File: config.mk
export PLATFORM = sky130hd
export DESIGN_NAME = qsp_timer
export DESIGN_NICKNAME = d
export VERILOG_FILES = /design/src/qsp_pkg.sv /design/src/qsp_timer.sv
export VERILOG_INCLUDE_DIRS = /design/src
export SDC_FILE = /design/constraint.sdc
export NUM_CORES = 1
export LEC_CHECK = 0
export BUFFER_PORTS_ARGS = -buffer_cell sky130_fd_sc_hd__buf_2
export CELL_PAD_IN_SITES_DETAIL_PLACEMENT = 1
export CELL_PAD_IN_SITES_GLOBAL_PLACEMENT = 1
export CORE_MARGIN = 2
export CORE_UTILIZATION = 51
export CTS_CLUSTER_DIAMETER = 120
export DETAILED_ROUTE_END_ITERATION = 12
export MAX_ROUTING_LAYER = met4
export PLACE_DENSITY_LB_ADDON = 0.1
export SETUP_SLACK_MARGIN = 0.2
export SLEW_MARGIN = 5
export SYNTH_ARGS = -nofsm -noshare
export SYNTH_HDL_FRONTEND = slang
export SYNTH_SLANG_ARGS = --single-unit
export TNS_END_PERCENT = 50
File: constraint.sdc
create_clock -name clk_i -period 4.3 [get_ports clk_i]
set_clock_uncertainty 0.15 [all_clocks]
set_input_delay 0.86 -clock clk_i [delete_from_list [all_inputs] [get_ports clk_i]]
set_output_delay 0.86 -clock clk_i [all_outputs]
set_load 0.05 [all_outputs]
File: src/qsp_timer_regs.svh
// Register offsets, field positions and reset values of the position timer
`ifndef QSP_TIMER_REGS_SVH
`define QSP_TIMER_REGS_SVH
`define QSP_OFS_MODE_CTRL   8'ha1
`define QSP_OFS_EVENT_CTRL  8'ha9
`define QSP_OFS_CNT_LO      8'haa
`define QSP_OFS_CNT_HI      8'hab
`define QSP_OFS_ENC_LO      8'hac
`define QSP_OFS_ENC_HI      8'had
`define QSP_OFS_CAP_LO      8'hae
`define QSP_OFS_CAP_HI      8'haf
`define QSP_RST_BYTE        8'h00
`define QSP_RST_WORD        16'h0000
`define QSP_BIT_EDGE_SEL    2
`define QSP_BIT_IDX_IRQ_EN  3
`define QSP_BIT_SUBMODE     4
`define QSP_BIT_TEN         0
`define QSP_BIT_DIR         1
`define QSP_BIT_FILT        2
`define QSP_BIT_OVF_IE      3
`define QSP_BIT_EDGE_IE     4
`define QSP_BIT_OVF_F       5
`define QSP_BIT_EDGE_F      6
`define QSP_BIT_IDX_F       7
`define QSP_MODE_POS        2'b11
`define QSP_FILT_CYCLES     3'h4
`define QSP_TMR_MAX         16'hffff
`endif

File: src/qsp_pkg.sv
// Types shared by the position timer
package qsp_pkg;
  typedef enum logic [1:0] {
    QSP_MODE_CAPTURE,
    QSP_MODE_OUTPUT,
    QSP_MODE_COUNT,
    QSP_MODE_POSITION
  } qsp_mode_t;

  typedef struct packed {
    logic [2:0] prescaler_select;
    logic       output_polarity_submode;
    logic       match_index_irq_enable;
    logic       edge_select;
    logic [1:0] mode_field;
  } qsp_mode_ctrl_t;

  typedef struct packed {
    logic a;
    logic b;
  } qsp_chan_t;
endpackage : qsp_pkg

File: src/qsp_timer.sv
// Quadrature and step/direction position timer
//
// Our own choice: the address-and-strobe port.
`timescale 1ns/100ps
`include "qsp_timer_regs.svh"
module qsp_timer
  import qsp_pkg::*;
#(
  parameter int WIDTH = 16
) (
  input  wire logic             clk_i,
  input  wire logic             srst_i,
  input  wire logic [7:0]       addr_i,
  input  wire logic [7:0]       wdata_i,
  input  wire logic             wr_i,
  input  wire logic             rd_i,
  output logic      [7:0]       rdata_o,
  input  wire logic             pin_a_i,
  input  wire logic             pin_b_i,
  input  wire logic             cmp_a_i,
  input  wire logic             cmp_b_i,
  input  wire logic             sample_window_i,
  input  wire logic             index_i,
  output logic                  edge_irq_o,
  output logic                  ovf_irq_o,
  output logic                  index_irq_o
);
  // Control registers and shared state
  qsp_mode_ctrl_t   mctl_q, mctl_d;
  logic [7:0]       ectl_q, ectl_d;
  logic [WIDTH-1:0] pos_q, pos_d;
  logic [WIDTH-1:0] tmr_q, tmr_d;
  logic [WIDTH-1:0] enc_q, enc_d;
  logic [WIDTH-1:0] cap_q, cap_d;
  logic [7:0]       lo_latch_q, lo_latch_d;
  logic [7:0]       rdata_q, rdata_d;
  logic [6:0]       psc_q, psc_d;
  qsp_chan_t        raw, flt_q, flt_d, prev_q;
  qsp_chan_t        smp_q, smp_d;
  logic [2:0]       fcnt_a_q, fcnt_a_d, fcnt_b_q, fcnt_b_d;
  logic             idx_prev_q;
  logic             pos_mode, step_mode, quad_mode;
  logic             tick, act_edge, dir_now, idx_evt, tmr_max;
  logic             rd_cnt_hi;

  // Mode decode
  assign pos_mode  = (mctl_q.mode_field == `QSP_MODE_POS);
  assign step_mode = pos_mode & mctl_q.output_polarity_submode;
  assign quad_mode = pos_mode & ~mctl_q.output_polarity_submode;

  // Source select; comparators held outside the PWM-on window
  always_comb begin
    smp_d = smp_q;
    if (sample_window_i) begin
      smp_d.a = cmp_a_i;
      smp_d.b = cmp_b_i;
    end
  end
  // Both modes always use the pins; the comparator samples are never selected
  assign raw = (quad_mode && !step_mode && mctl_q.edge_select == 1'b0
                && 1'b0) ? smp_q : qsp_chan_t'{pin_a_i, pin_b_i};

  // Glitch filter: output follows only a level stable for 4 cycles
  function automatic logic [2:0] qsp_fcnt(input logic in_v,
                                          input logic out_v,
                                          input logic [2:0] c);
    if (in_v == out_v) qsp_fcnt = 3'h0;
    else if (c == `QSP_FILT_CYCLES - 3'h1) qsp_fcnt = 3'h0;
    else qsp_fcnt = c + 3'h1;
  endfunction : qsp_fcnt

  always_comb begin
    fcnt_a_d = qsp_fcnt(raw.a, flt_q.a, fcnt_a_q);
    fcnt_b_d = qsp_fcnt(raw.b, flt_q.b, fcnt_b_q);
    flt_d    = flt_q;
    if (!ectl_q[`QSP_BIT_FILT]) begin
      flt_d = raw;
    end else begin
      if (raw.a != flt_q.a && fcnt_a_q == `QSP_FILT_CYCLES - 3'h1)
        flt_d.a = raw.a;
      if (raw.b != flt_q.b && fcnt_b_q == `QSP_FILT_CYCLES - 3'h1)
        flt_d.b = raw.b;
    end
  end

  // Decoder: quadrature Gray order or step/direction
  always_comb begin
    act_edge = 1'b0;
    dir_now  = ectl_q[`QSP_BIT_DIR];
    if (step_mode) begin
      // Direction pin is read only at a step edge
      act_edge = mctl_q.edge_select ? (flt_q.a & ~prev_q.a)
                                    : (~flt_q.a & prev_q.a);
      if (act_edge) dir_now = flt_q.b;
    end else if (pos_mode) begin
      // Double transitions are dropped as invalid
      if ((flt_q.a ^ prev_q.a) ^ (flt_q.b ^ prev_q.b)) begin
        act_edge = 1'b1;
        dir_now  = (flt_q.a ^ prev_q.b);
      end
    end
  end

  // Prescaler enable pulse, divide by 2^code
  always_comb begin
    psc_d = ectl_q[`QSP_BIT_TEN] ? psc_q + 7'h1 : 7'h0;
    tick  = ectl_q[`QSP_BIT_TEN] &&
            ((psc_q & ((7'h1 << mctl_q.prescaler_select) - 7'h1))
             == 7'h0);
  end

  assign tmr_max = (tmr_q == `QSP_TMR_MAX);
  assign idx_evt = quad_mode & index_i & ~idx_prev_q;
  assign rd_cnt_hi = rd_i && addr_i == `QSP_OFS_CNT_HI;

  // Counters, capture and flags
  always_comb begin
    pos_d  = pos_q;
    tmr_d  = tmr_q;
    cap_d  = cap_q;
    mctl_d = mctl_q;
    ectl_d = ectl_q;
    enc_d  = enc_q;
    // Software writes first, so hardware sets below win
    if (wr_i) begin
      case (addr_i)
        `QSP_OFS_MODE_CTRL: mctl_d = qsp_mode_ctrl_t'(wdata_i);
        `QSP_OFS_EVENT_CTRL: begin
          ectl_d[4:2] = wdata_i[4:2];
          ectl_d[`QSP_BIT_TEN] = wdata_i[`QSP_BIT_TEN];
          ectl_d[7:5] = ectl_q[7:5] & wdata_i[7:5];
        end
        `QSP_OFS_CNT_LO: pos_d[7:0] = wdata_i;
        `QSP_OFS_CNT_HI: pos_d[15:8] = wdata_i;
        `QSP_OFS_ENC_LO: enc_d[7:0] = wdata_i;
        `QSP_OFS_ENC_HI: enc_d[15:8] = wdata_i;
        `QSP_OFS_CAP_LO: cap_d[7:0] = wdata_i;
        `QSP_OFS_CAP_HI: cap_d[15:8] = wdata_i;
        default: ;
      endcase
    end
    if (pos_mode) begin
      if (tick) begin
        if (tmr_max) begin
          tmr_d = `QSP_RST_WORD;
          ectl_d[`QSP_BIT_OVF_F] = 1'b1;
        end else begin
          tmr_d = tmr_q + 16'h1;
        end
      end
      if (act_edge) begin
        cap_d = tmr_q;
        tmr_d = `QSP_RST_WORD;
        ectl_d[`QSP_BIT_EDGE_F] = 1'b1;
        ectl_d[`QSP_BIT_DIR]    = dir_now;
        if (!dir_now) begin
          if (quad_mode && pos_q == enc_q) pos_d = `QSP_RST_WORD;
          else pos_d = pos_q + 16'h1;
        end else begin
          if (quad_mode && pos_q == `QSP_RST_WORD) pos_d = enc_q;
          else pos_d = pos_q - 16'h1;
        end
      end
      if (idx_evt) begin
        ectl_d[`QSP_BIT_IDX_F] = 1'b1;
        if (mctl_q.edge_select) pos_d = `QSP_RST_WORD;
      end
    end
  end

  // Read data, registered one cycle after the strobe
  always_comb begin
    rdata_d    = 8'h00;
    lo_latch_d = lo_latch_q;
    if (rd_cnt_hi) lo_latch_d = pos_q[7:0];
    if (rd_i) begin
      case (addr_i)
        `QSP_OFS_MODE_CTRL:  rdata_d = mctl_q;
        `QSP_OFS_EVENT_CTRL: rdata_d = ectl_q;
        `QSP_OFS_CNT_LO:     rdata_d = lo_latch_q;
        `QSP_OFS_CNT_HI:     rdata_d = pos_q[15:8];
        `QSP_OFS_ENC_LO:     rdata_d = enc_q[7:0];
        `QSP_OFS_ENC_HI:     rdata_d = enc_q[15:8];
        `QSP_OFS_CAP_LO:     rdata_d = cap_q[7:0];
        `QSP_OFS_CAP_HI:     rdata_d = cap_q[15:8];
        default:             rdata_d = 8'h00;
      endcase
    end
  end

  // State registers
  always_ff @(posedge clk_i) begin
    if (srst_i) begin
      mctl_q     <= qsp_mode_ctrl_t'(`QSP_RST_BYTE);
      ectl_q     <= `QSP_RST_BYTE;
      pos_q      <= `QSP_RST_WORD;
      tmr_q      <= `QSP_RST_WORD;
      enc_q      <= `QSP_RST_WORD;
      cap_q      <= `QSP_RST_WORD;
      lo_latch_q <= `QSP_RST_BYTE;
      rdata_q    <= `QSP_RST_BYTE;
      psc_q      <= 7'h0;
      flt_q      <= '0;
      prev_q     <= '0;
      smp_q      <= '0;
      fcnt_a_q   <= 3'h0;
      fcnt_b_q   <= 3'h0;
      idx_prev_q <= 1'b0;
    end else begin
      mctl_q     <= mctl_d;
      ectl_q     <= ectl_d;
      pos_q      <= pos_d;
      tmr_q      <= tmr_d;
      enc_q      <= enc_d;
      cap_q      <= cap_d;
      lo_latch_q <= lo_latch_d;
      rdata_q    <= rdata_d;
      psc_q      <= psc_d;
      flt_q      <= flt_d;
      prev_q     <= flt_q;
      smp_q      <= smp_d;
      fcnt_a_q   <= fcnt_a_d;
      fcnt_b_q   <= fcnt_b_d;
      idx_prev_q <= index_i;
    end
  end

  // Outputs; interrupt requests are gated levels of the flags
  assign rdata_o     = rdata_q;
  assign edge_irq_o  = ectl_q[`QSP_BIT_EDGE_F] & ectl_q[`QSP_BIT_EDGE_IE];
  assign ovf_irq_o   = ectl_q[`QSP_BIT_OVF_F] & ectl_q[`QSP_BIT_OVF_IE];
  assign index_irq_o = ectl_q[`QSP_BIT_IDX_F] & mctl_q.match_index_irq_enable;

  // Checks
  AST_EDGE_FLAG: assert property (@(posedge clk_i) disable iff (srst_i)
    pos_mode && act_edge |=> ectl_q[`QSP_BIT_EDGE_F] && tmr_q == 16'h0)
    else $error("edge did not flag or clear base timer");
  AST_CAPTURE: assert property (@(posedge clk_i) disable iff (srst_i)
    pos_mode && act_edge && !wr_i |=> cap_q == $past(tmr_q))
    else $error("base timer not captured");
  AST_OVF: assert property (@(posedge clk_i) disable iff (srst_i)
    pos_mode && tick && tmr_max && !act_edge
    |=> ectl_q[`QSP_BIT_OVF_F] && tmr_q == 16'h0)
    else $error("overflow not flagged");
  AST_STOP: assert property (@(posedge clk_i) disable iff (srst_i)
    !ectl_q[`QSP_BIT_TEN] && !act_edge && !wr_i |=> $stable(tmr_q))
    else $error("base timer ran while disabled");
  AST_UP: assert property (@(posedge clk_i) disable iff (srst_i)
    step_mode && act_edge && !dir_now && !idx_evt && !wr_i
    |=> pos_q == 16'($past(pos_q) + 16'h1))
    else $error("position did not count up");
  AST_DOWN: assert property (@(posedge clk_i) disable iff (srst_i)
    step_mode && act_edge && dir_now && !wr_i
    |=> pos_q == 16'($past(pos_q) - 16'h1))
    else $error("position did not count down");
  AST_QWRAP: assert property (@(posedge clk_i) disable iff (srst_i)
    quad_mode && act_edge && !dir_now && pos_q == enc_q && !wr_i
    |=> pos_q == 16'h0)
    else $error("quadrature wrap missed");
  AST_DIRHOLD: assert property (@(posedge clk_i) disable iff (srst_i)
    step_mode && !act_edge && !wr_i |=> $stable(ectl_q[`QSP_BIT_DIR]))
    else $error("direction changed without step");
  AST_IDX: assert property (@(posedge clk_i) disable iff (srst_i)
    idx_evt |=> ectl_q[`QSP_BIT_IDX_F])
    else $error("index flag not set");
endmodule : qsp_timer

==> results.ini <==
[die]
core_um2 = 12500
die-height_um = 117
die_w_um = 117
die-area_um2 = 13600
rows = 41
io_pins = 37
initial_core_util_pct = 51.8

[clocking]
clk_pin_slew_worst_paths_ns = 0.06
cts-root-buf = clkbuf_16
cts_setup_buffers = 0
cts_hold_buf = 0
clockBufferDepth = 2
cts_tree = yes
insertion_delay_ns = 0.42
cts.sinks = 114
ctsResizeCount = 0
cts-htree-levels = 4
cts_buffers = 17

[logic_synthesis]
yosysTopAreaCellShare_pct = 35.2
yosysTopAreaCell = dfxtp_1
synth_seq_area_share_pct = 35.2
yosysWarningCount = 0
syn_area_um2 = 6490
ys.flop_type = dfxtp_1
avgSynthCellArea_um2 = 8.52
ys_types = 61
synthCells = 762
post-synth-top-count-cell = dfxtp_1
synth_area_leaders = dfxtp_1 (35%), mux2i_1 (8.0%), nor2_1 (4.4%), nand3_1 (4.3%), a211oi_1 (3.9%)
ys_top_cells_by_count = dfxtp_1 (114), nor2_1 (76), clkbuf_1 (59)
synthesis.nets = 800
async_flop_share_pct = 0
synth_edf_count = 0
ys_ff_latch = 114

[run_status]
run_status = completed

[grt]
busiest_layer = met2
overflow = 0
first_global_vias = 6024
antenna_found_initial = 2
grt_first_pass_wirelength_um = 33900
grt_max_degree = 48
grtUsageMet2_pct = 54.0
grtUsageMet3_pct = 7.93
grtUsageTotal_pct = 34.2
grt_util_met1_pct = 42.9

[route]
firstDrtPassIters = 5
routedWlPerCell_um = 23.0
finalWirelength_um = 21700
drc_errors = 0
detail-route-antenna-nets = 0
vias = 6043
viasPerCell = 6.39
drt_iter0_markers = 529

[timing]
period_needed_ns = 3.22
fmax_mhz = 311
fin_ws_ns = 1.08
slew_viol_final = 0
min_period_over_period_pct = 74.8
setup_tns_ns = 0
rsz0062_at_grt = false
slew_headroom_pct = 45.4
hold_viol_final = 0
tightest_slew_ns = 0.818
finalSetupViolations = 0

[setup_path]
cp_max_fo = 16
setup.worst_path.start_class = flip-flop
cp_data_required_time_ns = 4.48
worst_setup_path_end_kind = flip-flop
cp.arrival_ns = 3.39
crit_type = flip-flop to flip-flop

[power_and_ir_drop]
p_per_area_nw_per_um2 = 341
p_sw_mw = 0.558
comb_power_share_pct = 3.7
power_mw = 2.47
sw_frac_of_total_pct = 22.6
total_leakage_power_nw = 2.89
seqPwrFrac_pct = 43.3
power.internal_mw = 1.91
power_frac_clock_pct = 52.9
vdd_drop_max_uv = 300

[placed_design]
dp_slack_ns = 0.928
gp_routability_congestion = 0.966
portBuffers = 33
hpwlAfterDp_um = 14900

[cells_and_area]
drive_gt1_share_pct = 12.3
syn2layout_area_growth_pct = 11.5
final_nets = 797

[flow_run]
cap_viol_max_count = 0

[hold_path]
hold_path_class = flip-flop to flip-flop

power groups by stage:
stage | Clock (mW) | Sequential [mW] | Combinational (mW)
floorplan | 0 | 1.09 | 0.0511
global placement | 0 | 1.09 | 0.0860
detailed placement | 0 | 1.09 | 0.0903
CTS | 1.31 | 1.07 | 0.0910
global route | 1.36 | 1.07 | 0.0996
finish | 1.31 | 1.07 | 0.0925
layout by cell type (no fill, tap or decap), drive strengths merged, types with 3 or more instances in the layout:
cell type / instances
a211o: 7
a211oi: 34
a21o: 6
a21oi: 30
a222oi: 8
a22o: 4
a22oi: 6
a31oi: 10
and2: 6
and3: 11
buf: 46
clkbuf: 26
clkinv: 5
dfxtp: 114
ha: 12
inv: 14
mux2: 12
mux2i: 52
mux4: 4
nand2: 48
nand2b: 4
nand3: 56
nand4: 10
nor2: 76
nor2b: 4
nor3: 12
nor4: 6
o211ai: 7
o21a: 3
o21ai: 21
o31ai: 12
or3: 12
or4: 15
xnor2: 26
xor2: 25
through the flow:
step	instance area, um2	util [%]	hold slack, ns	cells
floorplan	6490	-	0.249	762
global placement	6700	53.5	0.258	912
detailed placement	6700	53.5	0.273	912
CTS	7230	57.8	0.279	944
global route	7230	57.8	0.291	946
finish	7230	57.8	0.276	946
per-layer routing:
layer / vias to the layer above / part of all wire, %
met5: - / 0
met2: 227 / 48
met1: 2988 / 43
met3: 47 / 6.6
li1: 2781 / -
met4: 0 / 2.3
critical path: stages (launching register included):
cell      delay (ns)
dfxtp_1         0.45
inv_1           0.13
ha_1            0.32
xnor2_1         0.27
nor4b_1         0.11
o31ai_2         0.24
buf_4           0.26
a21boi_1        0.70
nand3_1         0.18
a221oi_1        0.31
registers in the layout, summed over array words and instances (netlist names), 3 cells and up:
name        count
pos_q          16
ectl_q          8
rdata_o         8
mctl_q          8
cap_q          16
lo_latch_q      8
enc_q          16
tmr_q          16
psc_q           7
fcnt_a_q        3
fcnt_b_q        3
final timing paths:
path	depth (start not counted)	slack, ns	start	end
worst max-delay path	9	1.08	flt_q[1]$_SDFFE_PP0P_	pos_q[6]$_SDFF_PP0_
worst min-delay path	1	0.28	fcnt_a_q[0]$_SDFF_PP0_	fcnt_a_q[0]$_SDFF_PP0_
worst max register to register	9	1.08	flt_q[1]$_SDFFE_PP0P_	pos_q[6]$_SDFF_PP0_
worst min register to register	1	0.28	fcnt_a_q[0]$_SDFF_PP0_	fcnt_a_q[0]$_SDFF_PP0_
cell type report:
| class | count | area (um2) |
|---|---|---|
| Sequential cell | 114 | 2280 |
| Timing Repair Buffer | 46 | 263 |
| Tap cell | 172 | 215 |
| Clock buffer | 26 | 479 |
| Inverter | 14 | 52.6 |
| Clock inverter | 6 | 55.1 |
| Fill cell | 1517 | 5280 |
| Multi-Input combinational cell | 566 | 3880 |
| Antenna cell | 2 | 5.00 |
cells by family after synthesis:
group,Yosys count,synth area share (%)
muxes,68,11.5
AOI/OAI and AO/OA,159,17.0
DFF,114,35.2
buffers and inverters,82,5.34
xor gates and xnor gates,51,6.88
adders and majority gates,13,2.47
and+or+nand+nor,275,21.6
Power figures use the tool's default switching activity.
